### src/hw/nvmac_regs.svh
// Offsets, field positions, reset values and timing counts of the
// non-volatile data memory controller.
// Assumes inclusion by bare name from the design files.
`ifndef NVMAC_REGS_SVH
`define NVMAC_REGS_SVH

// ----------------------------------------
// Register offsets
// ----------------------------------------
`define NVMAC_ADDR_OFFSET 8'h00
`define NVMAC_DATA_OFFSET 8'h01
`define NVMAC_CTRL_OFFSET 8'h40
`define NVMAC_CTRL_BANK 8'h01
`define NVMAC_ADDR_BANK 8'h00

// ----------------------------------------
// Field positions
// ----------------------------------------
`define NVMAC_FETCH_START_BIT 0
`define NVMAC_FETCH_ENABLE_BIT 1
`define NVMAC_PROGRAM_START_BIT 2
`define NVMAC_PROGRAM_ENABLE_BIT 3
`define NVMAC_ADDR_WIDTH 5

// ----------------------------------------
// Reset values and timing
// ----------------------------------------
`define NVMAC_RESET_BYTE 8'h00
`define NVMAC_BANK_RESET 8'h00
`define NVMAC_READ_CYCLES 2
`define NVMAC_TIMER_DIV 16
`define NVMAC_PROGRAM_TICKS 40

`endif

### src/hw/nvmac_pkg.sv
// Types shared by the non-volatile data memory controller.
// Assumes the register header is compiled alongside.
package nvmac_pkg;

    // ----------------------------------------
    // Sequencer states, memory port and control register
    // ----------------------------------------
    typedef enum logic [1:0] {
        NVMAC_IDLE,
        NVMAC_FETCH,
        NVMAC_PROGRAM
    } nvmac_state_t;

    typedef struct packed {
        logic wr;
        logic [4:0] addr;
        logic [7:0] wdata;
    } nvmac_mem_req_t;

    typedef struct packed {
        logic program_enable_bit;
        logic program_start;
        logic fetch_enable_bit;
        logic fetch_start;
    } nvmac_ctrl_t;

endpackage

### src/hw/nvmac_store.sv
// Byte-wide storage array of the controller, 32 x 8 by default.
// Assumes a single clock; read data comes out of a register.
`timescale 1ns/10ps
module nvmac_store #(
    parameter int DEPTH = 32,
    parameter int AW = 5
) (
    input wire logic core_clk,
    input wire logic srst,
    input wire logic req_valid,
    input wire nvmac_pkg::nvmac_mem_req_t req,
    output logic [7:0] rdata
);

    logic [7:0] mem [DEPTH];

    // Contents survive reset, as a non-volatile array would
    always_ff @(posedge core_clk) begin
        if (req_valid && req.wr) begin
            mem[req.addr] <= req.wdata;
        end
    end

    always_ff @(posedge core_clk) begin
        if (srst) begin
            rdata <= 8'h00;
        end else if (req_valid && !req.wr) begin
            rdata <= mem[req.addr];
        end
    end

endmodule

### src/hw/nvmac_timer.sv
// Free-running self-timed write timer, independent of software timing.
// Assumes start is a one-cycle pulse; done pulses once per cycle run.
`timescale 1ns/10ps
`include "nvmac_regs.svh"
module nvmac_timer #(
    parameter int DIV = `NVMAC_TIMER_DIV,
    parameter int TICKS = `NVMAC_PROGRAM_TICKS
) (
    input wire logic core_clk,
    input wire logic srst,
    input wire logic start,
    output logic done
);

    logic [7:0] div_reg;
    logic [7:0] tick_reg;
    logic run_reg;
    wire tick = (div_reg == 8'(DIV - 1));

    // The divider never stops, so the write length depends on its phase
    always_ff @(posedge core_clk) begin
        if (srst) begin
            div_reg <= 8'h00;
        end else begin
            div_reg <= tick ? 8'h00 : div_reg + 8'h01;
        end
    end

    always_ff @(posedge core_clk) begin
        if (srst) begin
            run_reg <= 1'b0;
            tick_reg <= 8'h00;
            done <= 1'b0;
        end else begin
            done <= 1'b0;
            if (start && !run_reg) begin
                run_reg <= 1'b1;
                tick_reg <= 8'h00;
            end else if (run_reg && tick) begin
                if (tick_reg == 8'(TICKS - 1)) begin
                    run_reg <= 1'b0;
                    done <= 1'b1;
                end else begin
                    tick_reg <= tick_reg + 8'h01;
                end
            end
        end
    end

endmodule

### src/hw/nvmac_top.sv
// Data memory access controller: address, data and control registers
// reached by the core, a byte store and a self-timed write sequencer.
// Assumes the core decodes its special function register bus into a
// bank number and an offset, and writes or reads one register a cycle.
//
// Summary of operation
// RL1 - Store holds 32 bytes, each access moves exactly one byte.
// RL2 - Address register keeps five bits, upper three read zero, reset zero.
// RL3 - Control register sits at offset 40H, bank 1, via indirect access.
// RL4 - Control bits: program enable 3, write start 2, fetch enable 1, start 0.
// RL5 - Write start launches a write only if program enable already set.
// RL6 - Write start clears itself when the byte has been stored.
// RL7 - Read start launches a read only if fetch enable already set.
// RL8 - Read end clears read start and loads the byte into data register.
// RL9 - Data register holds until a later read or write.
// RL10 - Reset clears program enable and the bank selector to zero.
// RL11 - Software sets one control bit per write, never both starts.
// RL12 - Software loads address and data, enables, then starts at once.
// RL13 - Software masks global interrupts around the write start.
// RL14 - Write length comes from an independent timer, variable in cycles.
// RL15 - Write end sets memory flag and the multi-function flag.
// RL16 - Vector request needs memory, multi-function and global enables.
// RL17 - Servicing clears only the multi-function flag; software clears other.
// RL18 - Software enables read, loads address, starts, polls till clear.
// RL19 - Busy cycle ignores new starts and keeps latched address and data.
`timescale 1ns/10ps
`include "nvmac_regs.svh"
module nvmac_top #(
    parameter int DEPTH = 32,
    parameter int AW = `NVMAC_ADDR_WIDTH
) (
    input wire logic core_clk,
    input wire logic srst,
    input wire logic [7:0] sfr_bank,
    input wire logic [7:0] sfr_addr,
    input wire logic sfr_wr,
    input wire logic sfr_rd,
    input wire logic [7:0] sfr_wdata,
    output logic [7:0] sfr_rdata,
    output logic [7:0] bank_select_pointer,
    input wire logic nvm_irq_enable,
    input wire logic mf_irq_enable,
    input wire logic global_irq_enable,
    input wire logic nvm_irq_flag_clr,
    input wire logic mf_irq_ack,
    output logic nvm_irq_flag,
    output logic mf_irq_flag,
    output logic irq_request,
    output logic busy
);

    // ----------------------------------------
    // Register decode
    // ----------------------------------------
    function automatic logic sel(input logic [7:0] bank,
                                 input logic [7:0] addr,
                                 input logic [7:0] want_bank,
                                 input logic [7:0] want_addr);
        sel = (bank == want_bank) && (addr == want_addr);
    endfunction

    // Bank pointer is modelled here as an SFR at offset 04H, decoded in every bank
    localparam logic [7:0] BANK_PTR_OFFSET = 8'h04;

    wire hit_addr = sel(sfr_bank, sfr_addr, `NVMAC_ADDR_BANK,
                        `NVMAC_ADDR_OFFSET);
    wire hit_data = sel(sfr_bank, sfr_addr, `NVMAC_ADDR_BANK,
                        `NVMAC_DATA_OFFSET);
    // Control register is reachable only through bank 1 at 40H
    wire hit_ctrl = sel(sfr_bank, sfr_addr, `NVMAC_CTRL_BANK,
                        `NVMAC_CTRL_OFFSET); // RL3
    wire hit_bank = (sfr_addr == BANK_PTR_OFFSET);

    // ----------------------------------------
    // Registers and sequencer state
    // ----------------------------------------
    logic [AW-1:0] nvm_address_register;
    logic [7:0] nvm_data_register;
    nvmac_pkg::nvmac_ctrl_t ctrl_reg;
    nvmac_pkg::nvmac_ctrl_t ctrl_next;
    nvmac_pkg::nvmac_state_t state_reg;
    nvmac_pkg::nvmac_state_t state_next;
    nvmac_pkg::nvmac_mem_req_t lat_reg;
    logic [1:0] fetch_cnt_reg;
    logic [7:0] store_rdata;
    logic prog_done;

    wire idle = (state_reg == nvmac_pkg::NVMAC_IDLE);
    wire ctrl_wr = sfr_wr && hit_ctrl;
    wire [7:0] ctrl_wbits = sfr_wdata;

    // Starts are honoured only with the matching enable already stored
    wire launch_prog = idle && ctrl_wr &&
                       ctrl_wbits[`NVMAC_PROGRAM_START_BIT] &&
                       !ctrl_reg.program_start &&
                       ctrl_reg.program_enable_bit; // RL5
    wire launch_fetch = idle && ctrl_wr &&
                        ctrl_wbits[`NVMAC_FETCH_START_BIT] &&
                        !ctrl_reg.fetch_start &&
                        ctrl_reg.fetch_enable_bit &&
                        !launch_prog; // RL7
    wire fetch_end = (state_reg == nvmac_pkg::NVMAC_FETCH) &&
                     (fetch_cnt_reg == 2'(`NVMAC_READ_CYCLES - 1));
    wire prog_end = (state_reg == nvmac_pkg::NVMAC_PROGRAM) && prog_done;

    // ----------------------------------------
    // Control register next value
    // ----------------------------------------
    always_comb begin
        ctrl_next = ctrl_reg;
        if (ctrl_wr) begin
            ctrl_next.program_enable_bit =
                ctrl_wbits[`NVMAC_PROGRAM_ENABLE_BIT];
            ctrl_next.fetch_enable_bit = ctrl_wbits[`NVMAC_FETCH_ENABLE_BIT];
            // Software may not abort a running cycle by writing zero
            if (idle) begin
                ctrl_next.program_start = launch_prog; // RL5
                ctrl_next.fetch_start = launch_fetch; // RL7
            end
        end
        if (fetch_end) begin
            ctrl_next.fetch_start = 1'b0; // RL8
        end
        if (prog_end) begin
            ctrl_next.program_start = 1'b0; // RL6
        end
    end

    // ----------------------------------------
    // Sequencer
    // ----------------------------------------
    always_comb begin
        state_next = state_reg;
        case (state_reg)
            nvmac_pkg::NVMAC_IDLE: begin
                if (launch_prog) begin
                    state_next = nvmac_pkg::NVMAC_PROGRAM;
                end else if (launch_fetch) begin
                    state_next = nvmac_pkg::NVMAC_FETCH;
                end
            end
            nvmac_pkg::NVMAC_FETCH: begin
                if (fetch_end) begin
                    state_next = nvmac_pkg::NVMAC_IDLE;
                end
            end
            nvmac_pkg::NVMAC_PROGRAM: begin
                if (prog_done) begin
                    state_next = nvmac_pkg::NVMAC_IDLE; // RL14
                end
            end
            default: begin
                state_next = nvmac_pkg::NVMAC_IDLE;
            end
        endcase
    end

    always_ff @(posedge core_clk) begin
        if (srst) begin
            state_reg <= nvmac_pkg::NVMAC_IDLE;
            ctrl_reg <= '0; // RL4 RL10
            fetch_cnt_reg <= 2'h0;
        end else begin
            state_reg <= state_next;
            ctrl_reg <= ctrl_next;
            fetch_cnt_reg <= (state_reg == nvmac_pkg::NVMAC_FETCH) ?
                             fetch_cnt_reg + 2'h1 : 2'h0;
        end
    end

    // Address and data are latched at launch and frozen while busy
    always_ff @(posedge core_clk) begin
        if (srst) begin
            lat_reg <= '0;
        end else if (launch_prog || launch_fetch) begin
            lat_reg.wr <= launch_prog;
            lat_reg.addr <= nvm_address_register; // RL19
            lat_reg.wdata <= nvm_data_register; // RL19
        end
    end

    // ----------------------------------------
    // Address, data and bank registers
    // ----------------------------------------
    always_ff @(posedge core_clk) begin
        if (srst) begin
            nvm_address_register <= '0; // RL2
            bank_select_pointer <= `NVMAC_BANK_RESET; // RL10
        end else begin
            if (sfr_wr && hit_addr) begin
                nvm_address_register <= sfr_wdata[AW-1:0]; // RL2
            end
            if (sfr_wr && hit_bank) begin
                bank_select_pointer <= sfr_wdata;
            end
        end
    end

    // Read result wins over a software write in the same cycle
    always_ff @(posedge core_clk) begin
        if (srst) begin
            nvm_data_register <= `NVMAC_RESET_BYTE;
        end else if (fetch_end) begin
            nvm_data_register <= store_rdata; // RL8
        end else if (sfr_wr && hit_data) begin
            nvm_data_register <= sfr_wdata; // RL9
        end
    end

    // ----------------------------------------
    // Store and write timer
    // ----------------------------------------
    // Read is issued on the first FETCH cycle, data ready on the second
    wire mem_fire = ((state_reg == nvmac_pkg::NVMAC_FETCH) &&
                     (fetch_cnt_reg == 2'h0)) || prog_end;

    nvmac_store #(
        .DEPTH(DEPTH),
        .AW(AW)
    ) u_store (
        .core_clk(core_clk),
        .srst(srst),
        .req_valid(mem_fire), // RL1
        .req(lat_reg),
        .rdata(store_rdata)
    );

    nvmac_timer u_timer (
        .core_clk(core_clk),
        .srst(srst),
        .start(launch_prog), // RL14
        .done(prog_done)
    );

    // ----------------------------------------
    // Interrupt flags
    // ----------------------------------------
    // Set beats clear so that a completion is never lost
    always_ff @(posedge core_clk) begin
        if (srst) begin
            nvm_irq_flag <= 1'b0;
            mf_irq_flag <= 1'b0;
        end else begin
            nvm_irq_flag <= prog_end | (nvm_irq_flag &
                            !nvm_irq_flag_clr); // RL15 RL17
            mf_irq_flag <= prog_end | (mf_irq_flag & !mf_irq_ack); // RL15 RL17
        end
    end

    assign irq_request = nvm_irq_flag && mf_irq_flag && nvm_irq_enable &&
                         mf_irq_enable && global_irq_enable; // RL16
    assign busy = !idle;

    // ----------------------------------------
    // Read data
    // ----------------------------------------
    wire [7:0] addr_rd = {{(8 - AW){1'b0}}, nvm_address_register}; // RL2
    wire [7:0] ctrl_rd = {4'h0, ctrl_reg}; // RL4

    always_ff @(posedge core_clk) begin
        if (srst) begin
            sfr_rdata <= 8'h00;
        end else if (sfr_rd) begin
            sfr_rdata <= hit_addr ? addr_rd :
                         hit_data ? nvm_data_register :
                         hit_ctrl ? ctrl_rd :
                         hit_bank ? bank_select_pointer : 8'h00;
        end
    end

endmodule

### config.mk
export PLATFORM = sky130hd
export DESIGN_NAME = nvmac_top
export DESIGN_NICKNAME = d
export VERILOG_FILES = /design/src/hw/nvmac_pkg.sv /design/src/hw/nvmac_store.sv /design/src/hw/nvmac_timer.sv /design/src/hw/nvmac_top.sv
export VERILOG_INCLUDE_DIRS = /design/src /design/src/hw
export SDC_FILE = /design/constraint.sdc
export NUM_CORES = 1
export LEC_CHECK = 0
export BUFFER_PORTS_ARGS = -buffer_cell sky130_fd_sc_hd__buf_2
export CORE_ASPECT_RATIO = 0.75
export CORE_MARGIN = 10
export CORE_UTILIZATION = 25
export CTS_CLUSTER_DIAMETER = 120
export DETAILED_ROUTE_END_ITERATION = 7
export PLACE_DENSITY = 0.51
export SLEW_MARGIN = 20
export SYNTH_ARGS = -nofsm -noshare
export SYNTH_HDL_FRONTEND = slang
export SYNTH_HIERARCHICAL = 1
export SYNTH_SLANG_ARGS = --single-unit
export TNS_END_PERCENT = 5
### constraint.sdc
create_clock -name core_clk -period 6.11 [get_ports core_clk]
set_input_delay 1.833 -clock core_clk [delete_from_list [all_inputs] [get_ports core_clk]]
set_output_delay 1.833 -clock core_clk [all_outputs]
set_load 0.01 [all_outputs]
# Yosys cells after proc, flatten, opt, wreduce, memory -nomap -nowiden
# Memory sizes are Yosys's and may differ from the RTL's. A register that Yosys moved wholly into a read port is not among the register bits.
# Cells that the tools add are included.
# W data, S select, Z words.
dict set report classes {
  n_bitwise 7
  n_reduce_logical 53
  eq_ne 12
  n_addsub 3
  muxes 17
}
# op n
set ops {}
lappend ops {{$mux W8} 6}
lappend ops {{$logic_and A1 B1 Y1} 26}
lappend ops {{$add A8 B1 Y8 const B} 2}
lappend ops {{$eq A8 B1 Y1 const B} 2}
lappend ops {{$logic_not A8 Y1} 2}
lappend ops {{$reduce_or A2 Y1} 5}
lappend ops {{$eq A8 B3 Y1 const B} 1}
lappend ops {{$eq A8 B4 Y1 const B} 1}
lappend ops {{$eq A8 B6 Y1 const B} 1}
lappend ops {{$eq A8 B7 Y1 const B} 1}
lappend ops {{$logic_not A1 Y1} 8}
lappend ops {{$mux W2} 4}
lappend ops {{$mux W1} 6}
lappend ops {{$pmux W2 S3} 1}
lappend ops {{$reduce_and A2 Y1} 3}
lappend ops {{$reduce_bool A2 Y1} 3}
lappend ops {{$eq A2 B1 Y1 const B} 2}
lappend ops {{$logic_not A2 Y1} 2}
lappend ops {{$ne A3 B1 Y1 const B} 1}
lappend ops {{$not A1 Y1} 3}
lappend ops {{$reduce_and A3 Y1} 1}
lappend ops {{$reduce_or A3 Y1} 1}
lappend ops {{$add A2 B1 Y2 const B} 1}
lappend ops {{$and A1 B1 Y1} 2}
lappend ops {{other kinds (5)} 7}
dict set report totals {
  ram_bits 256
  out_inout_bits 20
  word_cells 112
  n_memories 1
  register_bits 71
  input_bits 33
}
# memory words word_bits rd rd_ports_with_merged_regs wr line_no
set mem_list {}
lappend mem_list {u_store.mem 32 8 1 1 1 nvmac_store.sv:15} ;# logic [7:0] mem [DEPTH];

# Longest topological paths before layout
dict set report logic_depth {
  word_depth 12
  depth_mapped 9
  ltp_nobuf 8
}

# Hierarchy
# Netlist, hierarchy kept.
# module n_inst area_each_um2 cells_each seq_area_each_um2
set modules_own_cells {}
lappend modules_own_cells {nvmac_store 1 10471.3 533 7847.5}
lappend modules_own_cells {nvmac_top 1 2587.5 296 1061.0}
lappend modules_own_cells {nvmac_timer 1 775.7 87 360.3}

# Worst setup path after synthesis
# OpenSTA, ideal clock, no wires.
dict set report synth_path {
  path_type {input-to-output}
  startpoint {in nvm_irq_enable}
  endpoint {out irq_request}
  n_path_buf 0
  t_required_ps 4277
  arrival_time_ps 2063
  stages 2
  setup_slack_ps 2214
  path_cell_list {nand3_1 > nor2_1}
}
dict set report synth_between {
  elab_chain_len 3
}
# item line_no
set synth_rtl {}
lappend synth_rtl {{start: declaration} nvmac_top.sv:41} ;# input wire logic nvm_irq_enable,
lappend synth_rtl {{$logic_and A1 B1 Y1 (2 in a row)} nvmac_top.sv:250} ;# assign irq_request = nvm_irq_flag && mf_irq_flag && nvm_irq_enable &&
lappend synth_rtl {{$logic_and A1 B1 Y1} nvmac_top.sv:251} ;# mf_irq_enable && global_irq_enable;
lappend synth_rtl {{end: declaration} nvmac_top.sv:48} ;# output logic irq_request,
# No other way between the ends.

# Worst setup path in the final report
dict set report layout_path {
  startpoint {in global_irq_enable}
  endpoint {out irq_request}
}
dict set report layout_between {
  elab_chain_len 1
}
# item line_no
set layout_rtl {}
lappend layout_rtl {{start: declaration} nvmac_top.sv:43} ;# input wire logic global_irq_enable,
lappend layout_rtl {{$logic_and A1 B1 Y1} nvmac_top.sv:251}
# No other way between the ends.

==> PnR_summary.wiki <==
{| class="wikitable"
! Metric !! Value
|-
| Result of the run || complete, no violations
|-
| Endpoint of the worst register-to-register path || u_store/mem[30][4]$_DFFE_PP_
|-
| Launch point of the worst reg-to-reg path || state_reg[0]$_SDFFE_PP0P_
|-
| Placeable core area || 54600 µm²
|-
| Synth cell types || 72
|-
| Proportion of total power due to net switching || 19.6%
|-
| Number of pins exceeding their max-slew limit in the final report || 0
|-
| Highest fanout seen on the critical path || 1
|-
| GR peak layer || met1
|-
| Worst clock skew on the final layout || 31.6 ps
|-
| Number of setup violations in the final report || 0
|-
| Post-synthesis area per instance || 15.1 µm²
|-
| CP Data Required Time || 4280 ps
|-
| Total congestion overflow || 0
|-
| Post-cts gate resize count || 0
|-
| Number of instances in the synthesized netlist || 916
|-
| Number of rows created at floorplan || 74
|-
| Sequential share of the synthesized area || 67.0%
|-
| Start point of the critical path || global_irq_enable
|-
| Peak supply drop || 0.000209 V
|-
| Global placer's final weighted congestion || 0.802
|-
| Antenna violations before repair || 1
|-
| Number of violations reported at the end of detailed-routing iteration 0 || 698
|-
| Floorplan die width || 292 µm
|-
| Skew-Pair Late Insertion Delay || 580 ps
|-
| H-Tree Level Count || 1
|-
| Area growth syn-to-layout || 15.1%
|-
| Max-capacitance violation count || 0
|-
| Final core utilization || 29.1%
|-
| Top cell type's share of synthesized area || 55.6%
|-
| Leading post-synthesis cells by cell area || edfxtp_1 56%, dfxtp_1 11%, mux2i_1 4.4%
|-
| Fill cell instance count of the final layout || 5490
|-
| Die extent in y || 224 µm
|-
| Via count of the first global-routing pass || 7868
|-
| Fin crit period || 4170 ps
|-
| Critical Path Start Type || primary input
|-
| Kind of critical path || in2out
|-
| Leakage power figure || 4.37 nW
|-
| CTS sink count || 335
|-
| Post-synthesis cell type with the largest combined area || edfxtp_1
|-
| Max FFs per register || 256
|-
| Clock transition time at the flip-flop clock pins of the worst setup and hold paths || 70 ps
|-
| Routed wire length || 35300 µm
|-
| Clk network pwr share || 45.7%
|-
| Fraction of layout instances using a drive strength above 1 || 17.2%
|-
| Leading cell type in the layout, fill and taps excluded || edfxtp_1
|-
| Commonest cells after routing, fill and taps aside || 256 x edfxtp_1, 80 x nor2_1, 76 x dfxtp_1, 61 x mux2i_1, 52 x buf_2
|-
| Number of I/O pins || 53
|-
| Fin. Hold Viols || 0
|-
| Cell area after synthesis || 13800 µm²
|-
| Global-route usage over all layers || 10.4%
|-
| Critical Path End || irq_request
|-
| Warnings, synthesis || 6
|-
| Maximum achievable frequency || 240 MHz
|-
| Ratio of routed vias to standard cells || 4.84
|-
| Buffers added on ports || 52
|-
| Number of buffers added to fix hold violations after cts || 0
|-
| Async set-reset flop share out of synthesis || 0%
|-
| Initial Util || 25.3%
|-
| Number of nets with antenna violations after routing || 0
|-
| Power dissipated by switching net loads || 894 µW
|-
| Type of the worst min-delay path || reg2reg
|-
| Area of the die || 65200 µm²
|-
| Logic gate share of total power || 1.1%
|-
| Net count after synthesis || 953
|-
| Detailed placer's ending HPWL || 23000 µm
|-
| Number of cells traversed by the worst register-to-register path || 4
|-
| Number of CTS-inserted buffers || 31
|-
| Int Pwr || 3.66 mW
|-
| Total negative slack || 0 ps
|-
| Reg2Reg Setup Slack || 2580 ps
|-
| Top FF cell, synth || edfxtp_1
|-
| Number of DRC violations after detailed routing || 0
|-
| Final clock period utilization by the worst path || 68.2%
|-
| Relative slew margins || 24.5%
|-
| Largest net degree at the start of global routing || 49
|-
| Number of setup buffers added after CTS || 0
|-
| Antenna diode instance count || 0
|-
| Clock Tree Root || clkbuf_16
|-
| Power per cell area || 286 nW/µm²
|-
| GR Util met2 || 14.5%
|-
| Synth Register Bits || 335
|-
| Met1 Track Usage GR || 16.0%
|-
| Met3 usage || 2.40%
|-
| Routed length per instance || 20.6 µm
|-
| Vias || 8300
|-
| Global-route wire length before repair || 52500 µm
|-
| Measured slew at the worst slew-check pin || 1120 ps
|-
| Number of enable-type register cells in the synthesized netlist || 256
|-
| Arr. time, crit path || 2330 ps
|-
| Part of the total power dissipated in sequential elements || 53.1%
|-
| Kind of capture point of the worst setup path || output pin
|-
| Final nets || 1004
|-
| Number of iterations in the first detailed-routing pass || 5
|-
| Clock tree buffer depth || 3
|-
| TritonCTS clock tree || built
|-
| RSZ-0062 raised after global routing || false
|}
[through the flow]
stage               area (µm²)  instances  hold WS (ps)  total power, mW  setup WS [ps]
detailed placement       14800       1656           431             2.52           1820
global route             15900       1714           463             4.71           1890
floorplan                13800        916           413             2.49           2210
global placement         14800       1656           427             2.52           1890
CTS                      15900       1714           445             4.60           1930
finish                   15900       1714           444             4.55           1940
[logic make-up after synthesis]
kind of cell    share of synthesized area (%)
compound gates                           6.93
xor+xnor                                0.633
fa+ha+maj                               0.362
simple gates                             10.2
flops                                    67.0
buf+inv                                  2.55
mux                                      12.3
[per-layer routing]
| layer | wire length (µm) | part of all wire, % |
|---|---|---|
| met5 | 13 | 0.037 |
| met4 | 449 | 1.3 |
| met3 | 2270 | 6.4 |
| met2 | 14900 | 42 |
| met1 | 17700 | 50 |
[final cells by class]
type | instances | area [µm²] | area share (%)
clock inverters | 17 | 244 | 1.53
repair buffers | 69 | 388 | 2.44
multi-input cells | 520 | 4230 | 26.6
flip-flops and latches | 335 | 9280 | 58.3
clock buffers | 41 | 843 | 5.30
well taps | 722 | 903 | 5.67
inverters | 10 | 37.5 | 0.236
[worst max-delay path: stages]
cell and delay, ps:
buf_2 80, nand2_1 150, nor2_1 140, buf_2 140
[power by group through the flow]
stage	combinational, mW	sequential, mW	clock, mW
final	0.0524	2.42	2.08
after global routing	0.0581	2.42	2.23
after CTS	0.0523	2.42	2.13
after detailed placement	0.0522	2.47	0
after global placement	0.0511	2.47	0
after floorplan	0.0232	2.47	0
[synthesized netlist by cell type (all sizes together), types with 7 or more instances]
master / count
nor2: 80
mux2: 10
buf: 30
nand2b: 7
or3: 7
nor3: 10
and2: 7
nand3: 16
nand2: 20
a311oi: 9
o21ai: 32
xnor2: 7
o21bai: 8
and3: 7
nor2b: 16
mux2i: 61
a21oi: 38
o22ai: 15
mux4: 41
clkbuf: 21
nand4: 28
nor4: 11
dfxtp: 79
edfxtp: 256
inv: 10
a32oi: 7
[how the worst min path moves through the flow]
stage	start	end	slack, ps	cells after the start
after floorplan	u_timer/div_reg[0]$_SDFF_PP0_	u_timer/div_reg[0]$_SDFF_PP0_	410	1
after global placement	u_timer/div_reg[0]$_SDFF_PP0_	u_timer/div_reg[0]$_SDFF_PP0_	430	1
after detailed placement	u_timer/div_reg[0]$_SDFF_PP0_	u_timer/div_reg[0]$_SDFF_PP0_	430	1
after CTS	u_timer/div_reg[0]$_SDFF_PP0_	u_timer/div_reg[0]$_SDFF_PP0_	440	1
after global routing	u_timer/div_reg[0]$_SDFF_PP0_	u_timer/div_reg[0]$_SDFF_PP0_	460	1
final	u_timer/div_reg[0]$_SDFF_PP0_	u_timer/div_reg[0]$_SDFF_PP0_	440	1
Note: power is estimated with default switching activity, not from simulation.
